===== config.mk =====
export PLATFORM = sky130hd
export DESIGN_NAME = sorm_top
export DESIGN_NICKNAME = d
export VERILOG_FILES = /design/src/core/sorm_pkg.sv /design/src/core/sorm_top.sv
export SDC_FILE = /design/constraint.sdc
export NUM_CORES = 1
export LEC_CHECK = 0
export BUFFER_PORTS_ARGS = -buffer_cell sky130_fd_sc_hd__buf_2
export CAP_MARGIN = 20
export CORE_MARGIN = 2
export CORE_UTILIZATION = 50
export DETAILED_ROUTE_END_ITERATION = 10
export PLACE_DENSITY = 0.79
export SLEW_MARGIN = 40
export SYNTH_ARGS = -nofsm -noshare
export SYNTH_HDL_FRONTEND = slang
export SYNTH_SLANG_ARGS = --single-unit

===== constraint.sdc =====
create_clock -name clk_in -period 4.7 [get_ports clk_in]
set_input_delay 0 -clock clk_in [delete_from_list [all_inputs] [get_ports clk_in]]
set_output_delay 0 -clock clk_in [all_outputs]
set_load 0.02 [all_outputs]

===== src/core/sorm_pkg.sv =====
// Package: register map and constants for the status output row mux
package sorm_pkg;
    // ==========================================
    // Register offsets (byte addresses)
    localparam logic [11:0] SORM_ROW_SELECT_OFFSET = 12'h0D4;
    localparam logic [11:0] SORM_PIN_MASK_OFFSET = 12'h0D8;
    localparam logic [11:0] SORM_IRQ_STATUS_OFFSET = 12'h100;
    localparam logic [11:0] SORM_IRQ_MASK_OFFSET = 12'h104;
    // Printed register indices
    localparam logic [9:0] SORM_ROW_SELECT_INDEX = 10'h035;
    localparam logic [9:0] SORM_PIN_MASK_INDEX = 10'h036;
    // ==========================================
    // Reset values
    localparam logic [7:0] SORM_ROW_SELECT_RESET = 8'h00;
    localparam logic [7:0] SORM_PIN_MASK_RESET = 8'hFF;
    localparam logic [7:0] SORM_IRQ_MASK_RESET = 8'h00;
    // ==========================================
    // Row codes
    localparam logic [7:0] SORM_ROW_CAL = 8'h00;
    localparam logic [7:0] SORM_ROW_LOCK = 8'h01;
    localparam logic [7:0] SORM_ROW_BUSY = 8'h02;
    localparam logic [7:0] SORM_ROW_GAIN_A = 8'h05;
    localparam logic [7:0] SORM_ROW_GAIN_B = 8'h08;
    localparam logic [7:0] SORM_ROW_AUX = 8'h1E;
    // ==========================================
    // Bus responses
    localparam logic [1:0] SORM_RESP_OKAY = 2'h0;
    localparam logic [1:0] SORM_RESP_SLVERR = 2'h2;
endpackage


===== src/core/sorm_top.sv =====
// Status output row mux with AXI4-Lite register slave
//
// Contract
// - Eight dedicated status pins carry internal status, registered one clock behind the sources.
// - Row select register picks the displayed row; resets to row zero.
// - Each pin mask bit independently enables its pin.
// - Pins with cleared mask bit are driven low.
// - Only one row is visible on the pins at a time.
// - Row 0x08 shows gain-changed on D4, mask 0x10.
// - Gain-changed also on D6 in row 0x05 and D2 in row 0x1E.
// - Row 0x1E carries aux converter word-valid on D0.
// - Pin mask holds eight enables and resets to all ones.
// - Row 00 shows cal-complete flags on D7 down to D4.
// - Row 01 shows tx, rx and bb synth lock on D7..D5.
// - Row 02 shows four calibration-active flags on D7..D4.
`timescale 1ns/1ps
module sorm_top (
    // Clock, reset, enable
    input wire logic clk_in,
    input wire logic rst_in,
    input wire logic ce_in,
    // Row 00 sources
    input wire logic calib_all_complete_in,
    input wire logic tx_pump_cal_complete_in,
    input wire logic rx_pump_cal_complete_in,
    input wire logic rx_bb_filter_tune_complete_in,
    // Row 01 sources
    input wire logic tx_synth_locked_in,
    input wire logic rx_synth_locked_in,
    input wire logic bb_synth_locked_in,
    // Row 02 sources
    input wire logic bb_dc_cal_active_in,
    input wire logic rf_dc_cal_active_in,
    input wire logic rx_quad_cal_active_in,
    input wire logic tx_quad_cal_active_in,
    // Rows 05, 08 and 1E sources
    input wire logic rx_gain_changed_in,
    input wire logic aux_word_valid_in,
    // Status pins
    output logic [7:0] status_pins_out,
    // Interrupt
    output logic irq_out,
    // AXI4-Lite write address
    input wire logic [11:0] s_axi_awaddr,
    input wire logic s_axi_awvalid,
    output logic s_axi_awready,
    // AXI4-Lite write data
    input wire logic [31:0] s_axi_wdata,
    input wire logic [3:0] s_axi_wstrb,
    input wire logic s_axi_wvalid,
    output logic s_axi_wready,
    // AXI4-Lite write response
    output logic [1:0] s_axi_bresp,
    output logic s_axi_bvalid,
    input wire logic s_axi_bready,
    // AXI4-Lite read address
    input wire logic [11:0] s_axi_araddr,
    input wire logic s_axi_arvalid,
    output logic s_axi_arready,
    // AXI4-Lite read data
    output logic [31:0] s_axi_rdata,
    output logic [1:0] s_axi_rresp,
    output logic s_axi_rvalid,
    input wire logic s_axi_rready
);
    // ==========================================
    // Registers
    logic [7:0] row_select_reg;
    logic [7:0] pin_mask_reg;
    logic [7:0] irq_status_reg;
    logic [7:0] irq_mask_reg;
    logic [7:0] pins_reg;
    logic [7:0] pins_prev_reg;
    logic aw_held_reg;
    logic w_held_reg;
    logic [11:0] awaddr_reg;
    logic [31:0] wdata_reg;
    logic [3:0] wstrb_reg;
    logic bvalid_reg;
    logic [1:0] bresp_reg;
    logic rvalid_reg;
    logic [31:0] rdata_reg;
    logic [1:0] rresp_reg;

    // ==========================================
    // Row content
    logic [7:0] row_cal;
    logic [7:0] row_lock;
    logic [7:0] row_busy;
    logic [7:0] row_gain_a;
    logic [7:0] row_gain_b;
    logic [7:0] row_aux;
    logic [7:0] row_value;
    logic [7:0] pins_next;

    assign row_cal = {calib_all_complete_in, tx_pump_cal_complete_in,
        rx_pump_cal_complete_in, rx_bb_filter_tune_complete_in, 4'h0};
    assign row_lock = {tx_synth_locked_in, rx_synth_locked_in,
        bb_synth_locked_in, 5'h00};
    assign row_busy = {bb_dc_cal_active_in, rf_dc_cal_active_in,
        rx_quad_cal_active_in, tx_quad_cal_active_in, 4'h0};
    assign row_gain_a = {1'b0, rx_gain_changed_in, 6'h00};
    assign row_gain_b = {3'h0, rx_gain_changed_in, 4'h0};
    assign row_aux = {5'h00, rx_gain_changed_in, 1'b0, aux_word_valid_in};

    // Single selector: one row visible at a time, others fall to zero
    assign row_value =
        (row_select_reg == sorm_pkg::SORM_ROW_CAL) ? row_cal :
        (row_select_reg == sorm_pkg::SORM_ROW_LOCK) ? row_lock :
        (row_select_reg == sorm_pkg::SORM_ROW_BUSY) ? row_busy :
        (row_select_reg == sorm_pkg::SORM_ROW_GAIN_A) ? row_gain_a :
        (row_select_reg == sorm_pkg::SORM_ROW_GAIN_B) ? row_gain_b :
        (row_select_reg == sorm_pkg::SORM_ROW_AUX) ? row_aux :
        8'h00;
    assign pins_next = row_value & pin_mask_reg;
    assign status_pins_out = pins_reg;

    // ==========================================
    // Bus decode
    logic do_write;
    logic [11:0] wr_addr;
    logic [31:0] wr_data;
    logic wr_lane0;
    logic wr_row_sel;
    logic wr_pin_mask;
    logic wr_irq_status;
    logic wr_irq_mask;
    logic wr_hit;
    logic do_read;
    logic rd_hit;
    logic [7:0] rd_byte;
    logic [7:0] rise_events;
    logic [7:0] irq_status_next;

    assign wr_addr = s_axi_awvalid && !aw_held_reg ? s_axi_awaddr : awaddr_reg;
    assign wr_data = s_axi_wvalid && !w_held_reg ? s_axi_wdata : wdata_reg;
    assign wr_lane0 = s_axi_wvalid && !w_held_reg ? s_axi_wstrb[0] : wstrb_reg[0];
    assign do_write = (aw_held_reg || s_axi_awvalid) && (w_held_reg || s_axi_wvalid)
        && !bvalid_reg && ce_in;
    assign s_axi_awready = !aw_held_reg && !bvalid_reg && ce_in;
    assign s_axi_wready = !w_held_reg && !bvalid_reg && ce_in;
    assign wr_row_sel = do_write && wr_lane0
        && wr_addr == sorm_pkg::SORM_ROW_SELECT_OFFSET;
    assign wr_pin_mask = do_write && wr_lane0
        && wr_addr == sorm_pkg::SORM_PIN_MASK_OFFSET;
    assign wr_irq_status = do_write && wr_lane0
        && wr_addr == sorm_pkg::SORM_IRQ_STATUS_OFFSET;
    assign wr_irq_mask = do_write && wr_lane0
        && wr_addr == sorm_pkg::SORM_IRQ_MASK_OFFSET;
    assign wr_hit = wr_addr == sorm_pkg::SORM_ROW_SELECT_OFFSET
        || wr_addr == sorm_pkg::SORM_PIN_MASK_OFFSET
        || wr_addr == sorm_pkg::SORM_IRQ_STATUS_OFFSET
        || wr_addr == sorm_pkg::SORM_IRQ_MASK_OFFSET;

    assign s_axi_arready = !rvalid_reg && ce_in;
    assign do_read = s_axi_arvalid && s_axi_arready;
    assign rd_hit = s_axi_araddr == sorm_pkg::SORM_ROW_SELECT_OFFSET
        || s_axi_araddr == sorm_pkg::SORM_PIN_MASK_OFFSET
        || s_axi_araddr == sorm_pkg::SORM_IRQ_STATUS_OFFSET
        || s_axi_araddr == sorm_pkg::SORM_IRQ_MASK_OFFSET;
    assign rd_byte =
        (s_axi_araddr == sorm_pkg::SORM_ROW_SELECT_OFFSET) ? row_select_reg :
        (s_axi_araddr == sorm_pkg::SORM_PIN_MASK_OFFSET) ? pin_mask_reg :
        (s_axi_araddr == sorm_pkg::SORM_IRQ_STATUS_OFFSET) ? irq_status_reg :
        (s_axi_araddr == sorm_pkg::SORM_IRQ_MASK_OFFSET) ? irq_mask_reg :
        8'h00;

    // Events are rising edges of the presented pins; set beats clear
    assign rise_events = pins_reg & ~pins_prev_reg;
    assign irq_status_next = (irq_status_reg & ~(wr_irq_status ? wr_data[7:0] : 8'h00))
        | rise_events;

    assign irq_out = |(irq_status_reg & irq_mask_reg);
    assign s_axi_bvalid = bvalid_reg;
    assign s_axi_bresp = bresp_reg;
    assign s_axi_rvalid = rvalid_reg;
    assign s_axi_rdata = rdata_reg;
    assign s_axi_rresp = rresp_reg;

    // ==========================================
    // Control registers
    always_ff @(posedge clk_in or posedge rst_in) begin
        if (rst_in) begin
            row_select_reg <= sorm_pkg::SORM_ROW_SELECT_RESET;
            pin_mask_reg <= sorm_pkg::SORM_PIN_MASK_RESET;
            irq_mask_reg <= sorm_pkg::SORM_IRQ_MASK_RESET;
            irq_status_reg <= 8'h00;
            pins_reg <= 8'h00;
            pins_prev_reg <= 8'h00;
        end else if (ce_in) begin
            if (wr_row_sel) begin
                row_select_reg <= wr_data[7:0];
            end
            if (wr_pin_mask) begin
                pin_mask_reg <= wr_data[7:0];
            end
            if (wr_irq_mask) begin
                irq_mask_reg <= wr_data[7:0];
            end
            irq_status_reg <= irq_status_next;
            pins_reg <= pins_next;
            pins_prev_reg <= pins_reg;
        end
    end

    // ==========================================
    // Write channel
    always_ff @(posedge clk_in or posedge rst_in) begin
        if (rst_in) begin
            aw_held_reg <= 1'b0;
            w_held_reg <= 1'b0;
            awaddr_reg <= 12'h000;
            wdata_reg <= 32'h0000_0000;
            wstrb_reg <= 4'h0;
            bvalid_reg <= 1'b0;
            bresp_reg <= sorm_pkg::SORM_RESP_OKAY;
        end else if (ce_in) begin
            if (do_write) begin
                aw_held_reg <= 1'b0;
                w_held_reg <= 1'b0;
                bvalid_reg <= 1'b1;
                bresp_reg <= wr_hit ? sorm_pkg::SORM_RESP_OKAY : sorm_pkg::SORM_RESP_SLVERR;
            end else begin
                if (s_axi_awvalid && s_axi_awready) begin
                    aw_held_reg <= 1'b1;
                    awaddr_reg <= s_axi_awaddr;
                end
                if (s_axi_wvalid && s_axi_wready) begin
                    w_held_reg <= 1'b1;
                    wdata_reg <= s_axi_wdata;
                    wstrb_reg <= s_axi_wstrb;
                end
                if (bvalid_reg && s_axi_bready) begin
                    bvalid_reg <= 1'b0;
                end
            end
        end
    end

    // ==========================================
    // Read channel
    always_ff @(posedge clk_in or posedge rst_in) begin
        if (rst_in) begin
            rvalid_reg <= 1'b0;
            rdata_reg <= 32'h0000_0000;
            rresp_reg <= sorm_pkg::SORM_RESP_OKAY;
        end else if (ce_in) begin
            if (do_read) begin
                rvalid_reg <= 1'b1;
                rdata_reg <= {24'h000000, rd_byte};
                rresp_reg <= rd_hit ? sorm_pkg::SORM_RESP_OKAY : sorm_pkg::SORM_RESP_SLVERR;
            end else if (rvalid_reg && s_axi_rready) begin
                rvalid_reg <= 1'b0;
            end
        end
    end
endmodule


==> summary.md <==
| Metric | Value |
|---|---|
| Vias in the first global route | 3074 |
| Psw | roughly 0.6 mW |
| # nets final | approximately 560 |
| Hpwl dp | between 6000 and 7000 um |
| Die height | 94.9 um |
| Antenna Diode Count | 0 |
| Synth area leaders | dfrtp_1, mux2_2, buf_4 |
| Gate Count Post-Synth | ~380 |
| Compound-gate portion of the synthesized area | ~13% |
| Tightest Pin Transition | ~0.76 ns |
| Pwr Density | a little over 400 mW/mm2 |
| Worst-path cell chain | nand2b_1 -> or4_4 -> a211oi_4 -> nand3_1 -> a21o_1 |
| Die ar. | between 0.009 and 0.01 mm2 |
| Setup TNS after final layout | 0 ns |
| Post-synth top area share | 43.0% |
| Post-synth EDFFs | 0 |
| Clk root buf | clkbuf_8 |
| I/O Pins | ~130 |
| FMAX | between 300 and 400 MHz |
| Comb power frac | 24.9% |
| Reg power frac | between 40% and 50% |
| GP Congestion | 0.839 |
| Worst path bufs/invs | 0 |
| CTS resizes | 0 |
| Int Power | approximately 1.4 mW |
| First-pass GRT wire length | approximately 15000 um |
| Total wire length | around 9000 um |
| Clock share of power | roughly a third |
| Sw Share | 29.7% |
| Number of remaining DRC errors | 0 |
| Ys async rst share | between 90% and 100% |
| Post-CTS Hold Fix Bufs | 27 |
| Row cnt | 33 |
| Crit path required time | 4.95 ns |
| Register area share after synthesis | 48.0% |
| Mean post-synth cell area | about 11 um2 |
| Crit. End Element | flop |
| Clk pin slew, worst setup/hold paths | about 0.09 ns |
| Grt met2 use | 34.1% |
| Worst rel slew slack | just under 50% |
| Synthesized area | slightly above 0.004 mm2 |
| Drt first pass iters | 4 |
| Share of layout cells above drive strength 1 | between 30 and 40% |
| Final ANT Viol Nets | 0 |
| Top_reg_cell synth | dfrtp_1 |
| Area growth, synth to finish | 21.8% |
| Port Buffers | 75 |
| Initial core utilization | 50.8% |
| Clk Latency, worst-skew pair | approximately 0.36 ns |
| # clock sinks | just under 80 |
| Crit start category | flop |
| Max_cap viols | 0 |
| CTS tree | built |
| Fin crit period | ~2.7 ns |
| Post-Synth Adder-Cell Area | 0% |
| Peak supply drop | between 200 and 250 uV |
| Initial antenna violation count | 0 |
| Final Hold Violating Endpoints | 0 |
| Warnings, synthesis | 0 |
| Yosys reg bits | between 70 and 80 |
| Total track usage | between 20% and 30% |
| Area leader, netlist | dfrtp_1 |
| Hold Path Class | in2reg |
| Fraction of the mapped netlist area in simple logic gates | 13.0% |
| Via count | roughly 3200 |
| Final setup vio count | 0 |
| Static leakage power | roughly 2.4 nW |
| Largest family of logic cells by synthesized area | multiplexers |
| CTS Buffer Depth | 2 |
| Slew Viols, Final | 0 |
| Largest net degree at the start of global routing | 80 |
| Critical Path Fanout Max | 14 |
| RSZ-0062 raised after global routing | false |
| Skew final | between 0.01 and 0.015 ns |
| Vias/cell | 5.43 |
| Global route overflow | 0 |
| Critical Path AT | slightly below 3 ns |
| Total setup buffers inserted after CTS | 0 |
| Xor-xnor portion of the synthesized cell area | less than 1% |
| CP max-delay cell | or4_4 |
| Netlist cell types | between 40 and 50 |
| Met3 global-route usage | under 10% |
| Met1 track demand over resource | 27.6% |
| CP delay by family, top | simple AND/OR/NAND/NOR gates |
| Layer with the highest usage | met2 |
| CTS Buf Count | 9 |
| Core ar. | roughly 0.008 mm2 |
| Status | finished clean |
| Die X | ~95 um |
| DRT iter0 DRCs | around 170 |
| CP max stage delay | a little over 0.6 ns |
| CTS H-tree lvls | 3 |
| Crit Path Category | reg2reg |
| Max FFs per register | 12 |
| Final core utilization | about three fifths |
| Final period util | 56.7% |
| Mux cell area share after synthesis | a little under a fifth |
| WL per Instance | ~15 um |
| Final Hold Slack | about 0.0098 ns |
==> layout make-up <==
cell class / count / area (um2)
fillers: 646 / 3100
flip-flops and latches: 79 / 1990
multi-input cells: 271 / 1950
repair buffers: 103 / 657
clock buffers: 11 / 131
well taps: 105 / 131
clock inverters: 5 / 129
inverters: 14 / 52.6
==> power groups by stage <==
stage               Combinational (mW)  Clock, mW  Sequential [mW]
floorplan                        0.370          0            0.868
global placement                 0.462          0            0.869
detailed placement               0.480          0            0.877
CTS                              0.504      0.663            0.865
global route                     0.557      0.690            0.882
finish                           0.506      0.656            0.868
==> logic make-up after synthesis <==
| group | count (synthesis) |
|---|---|
| other | 1 |
| AO/OA/AOI/OAI | 82 |
| AND/OR/NAND/NOR | 90 |
| buffers and inverters | 54 |
| XOR/XNOR | 1 |
| multiplexers | 70 |
| flip-flops | 79 |
==> metal layers <==
metal	vias to the layer above	wire [um]
met5	-	0
met1	1544	4100
met3	20	439
li1	1521	-
met4	0	218
met2	109	4260
==> worst reg2reg max path, stage by stage (launching register included) <==
cell	delay, ns
dfrtp_1	0.42
nand2b_1	0.39
or4_4	0.62
a211oi_4	0.48
nand3_1	0.37
a21o_1	0.28
==> through the flow <==
stage	setup WS [ns]	cell area (um2)	instances	total power [mW]
2_1_floorplan	2.51	4240	404	1.24
3_3_place_gp	2.11	4500	545	1.33
3_5_place_dp	2.06	4510	545	1.36
4_1_cts	2.03	5040	588	2.03
5_1_grt	1.88	5040	588	2.13
6_report	2.04	5040	588	2.03
==> placed cells by master, fill, tap and decap left out, types with 4 or more instances in the layout <==
cell type / synthesis / routed
o22ai_1: 11 / 11
nor2b_1: 6 / 6
bufinv_16: 0 / 4
clkbuf_8: 0 / 9
o22a_1: 4 / 4
o211ai_1: 8 / 8
nor3_1: 4 / 4
mux2_2: 56 / 56
mux2i_1: 14 / 14
a22oi_1: 5 / 5
buf_2: 0 / 75
a21oi_1: 14 / 14
inv_1: 14 / 13
nor2_1: 9 / 9
nand3_1: 9 / 9
nand2b_1: 5 / 5
dlygate4sd3_1: 0 / 27
conb_1: 1 / 28
nand2_1: 27 / 27
dfrtp_1: 71 / 71
nand4_1: 5 / 5
dfstp_2: 8 / 8
o21ai_0: 28 / 28
nor3b_1: 4 / 4
==> worst paths after layout <==
kind,cells after the start,startpoint,slack [ns],endpoint
hold / removal,3,s_axi_wvalid,0.01,w_held_reg$_DFFE_PP0P_
min in group asynchronous,4,rst_in,0.38,s_axi_rdata[1]$_DFFE_PP0P_
max in group asynchronous,4,rst_in,3.86,irq_status_reg[6]$_DFFE_PP0P_
setup reg to reg,5,aw_held_reg$_DFFE_PP0P_,2.04,irq_status_reg[7]$_DFFE_PP0P_
setup / recovery,5,aw_held_reg$_DFFE_PP0P_,2.04,irq_status_reg[7]$_DFFE_PP0P_
hold reg to reg,2,s_axi_rdata[6]$_DFFE_PP0P_,0.48,s_axi_rdata[6]$_DFFE_PP0P_
==> cell usage after synthesis, drive strengths merged (3+ instances only) <==
library cell,n
nor2b,6
buf,29
mux2,56
dfrtp,71
a21o,3
nand2b,5
inv,14
o22a,4
or4,3
a22oi,5
mux2i,14
nand2,27
o21ai,28
nor3,5
o22ai,11
dfstp,8
nor2,9
nand4,7
nand3,10
a21oi,14
clkbuf,11
nor3b,4
nand3b,3
o211ai,8
No activity file was read; power rests on OpenSTA's default activity.
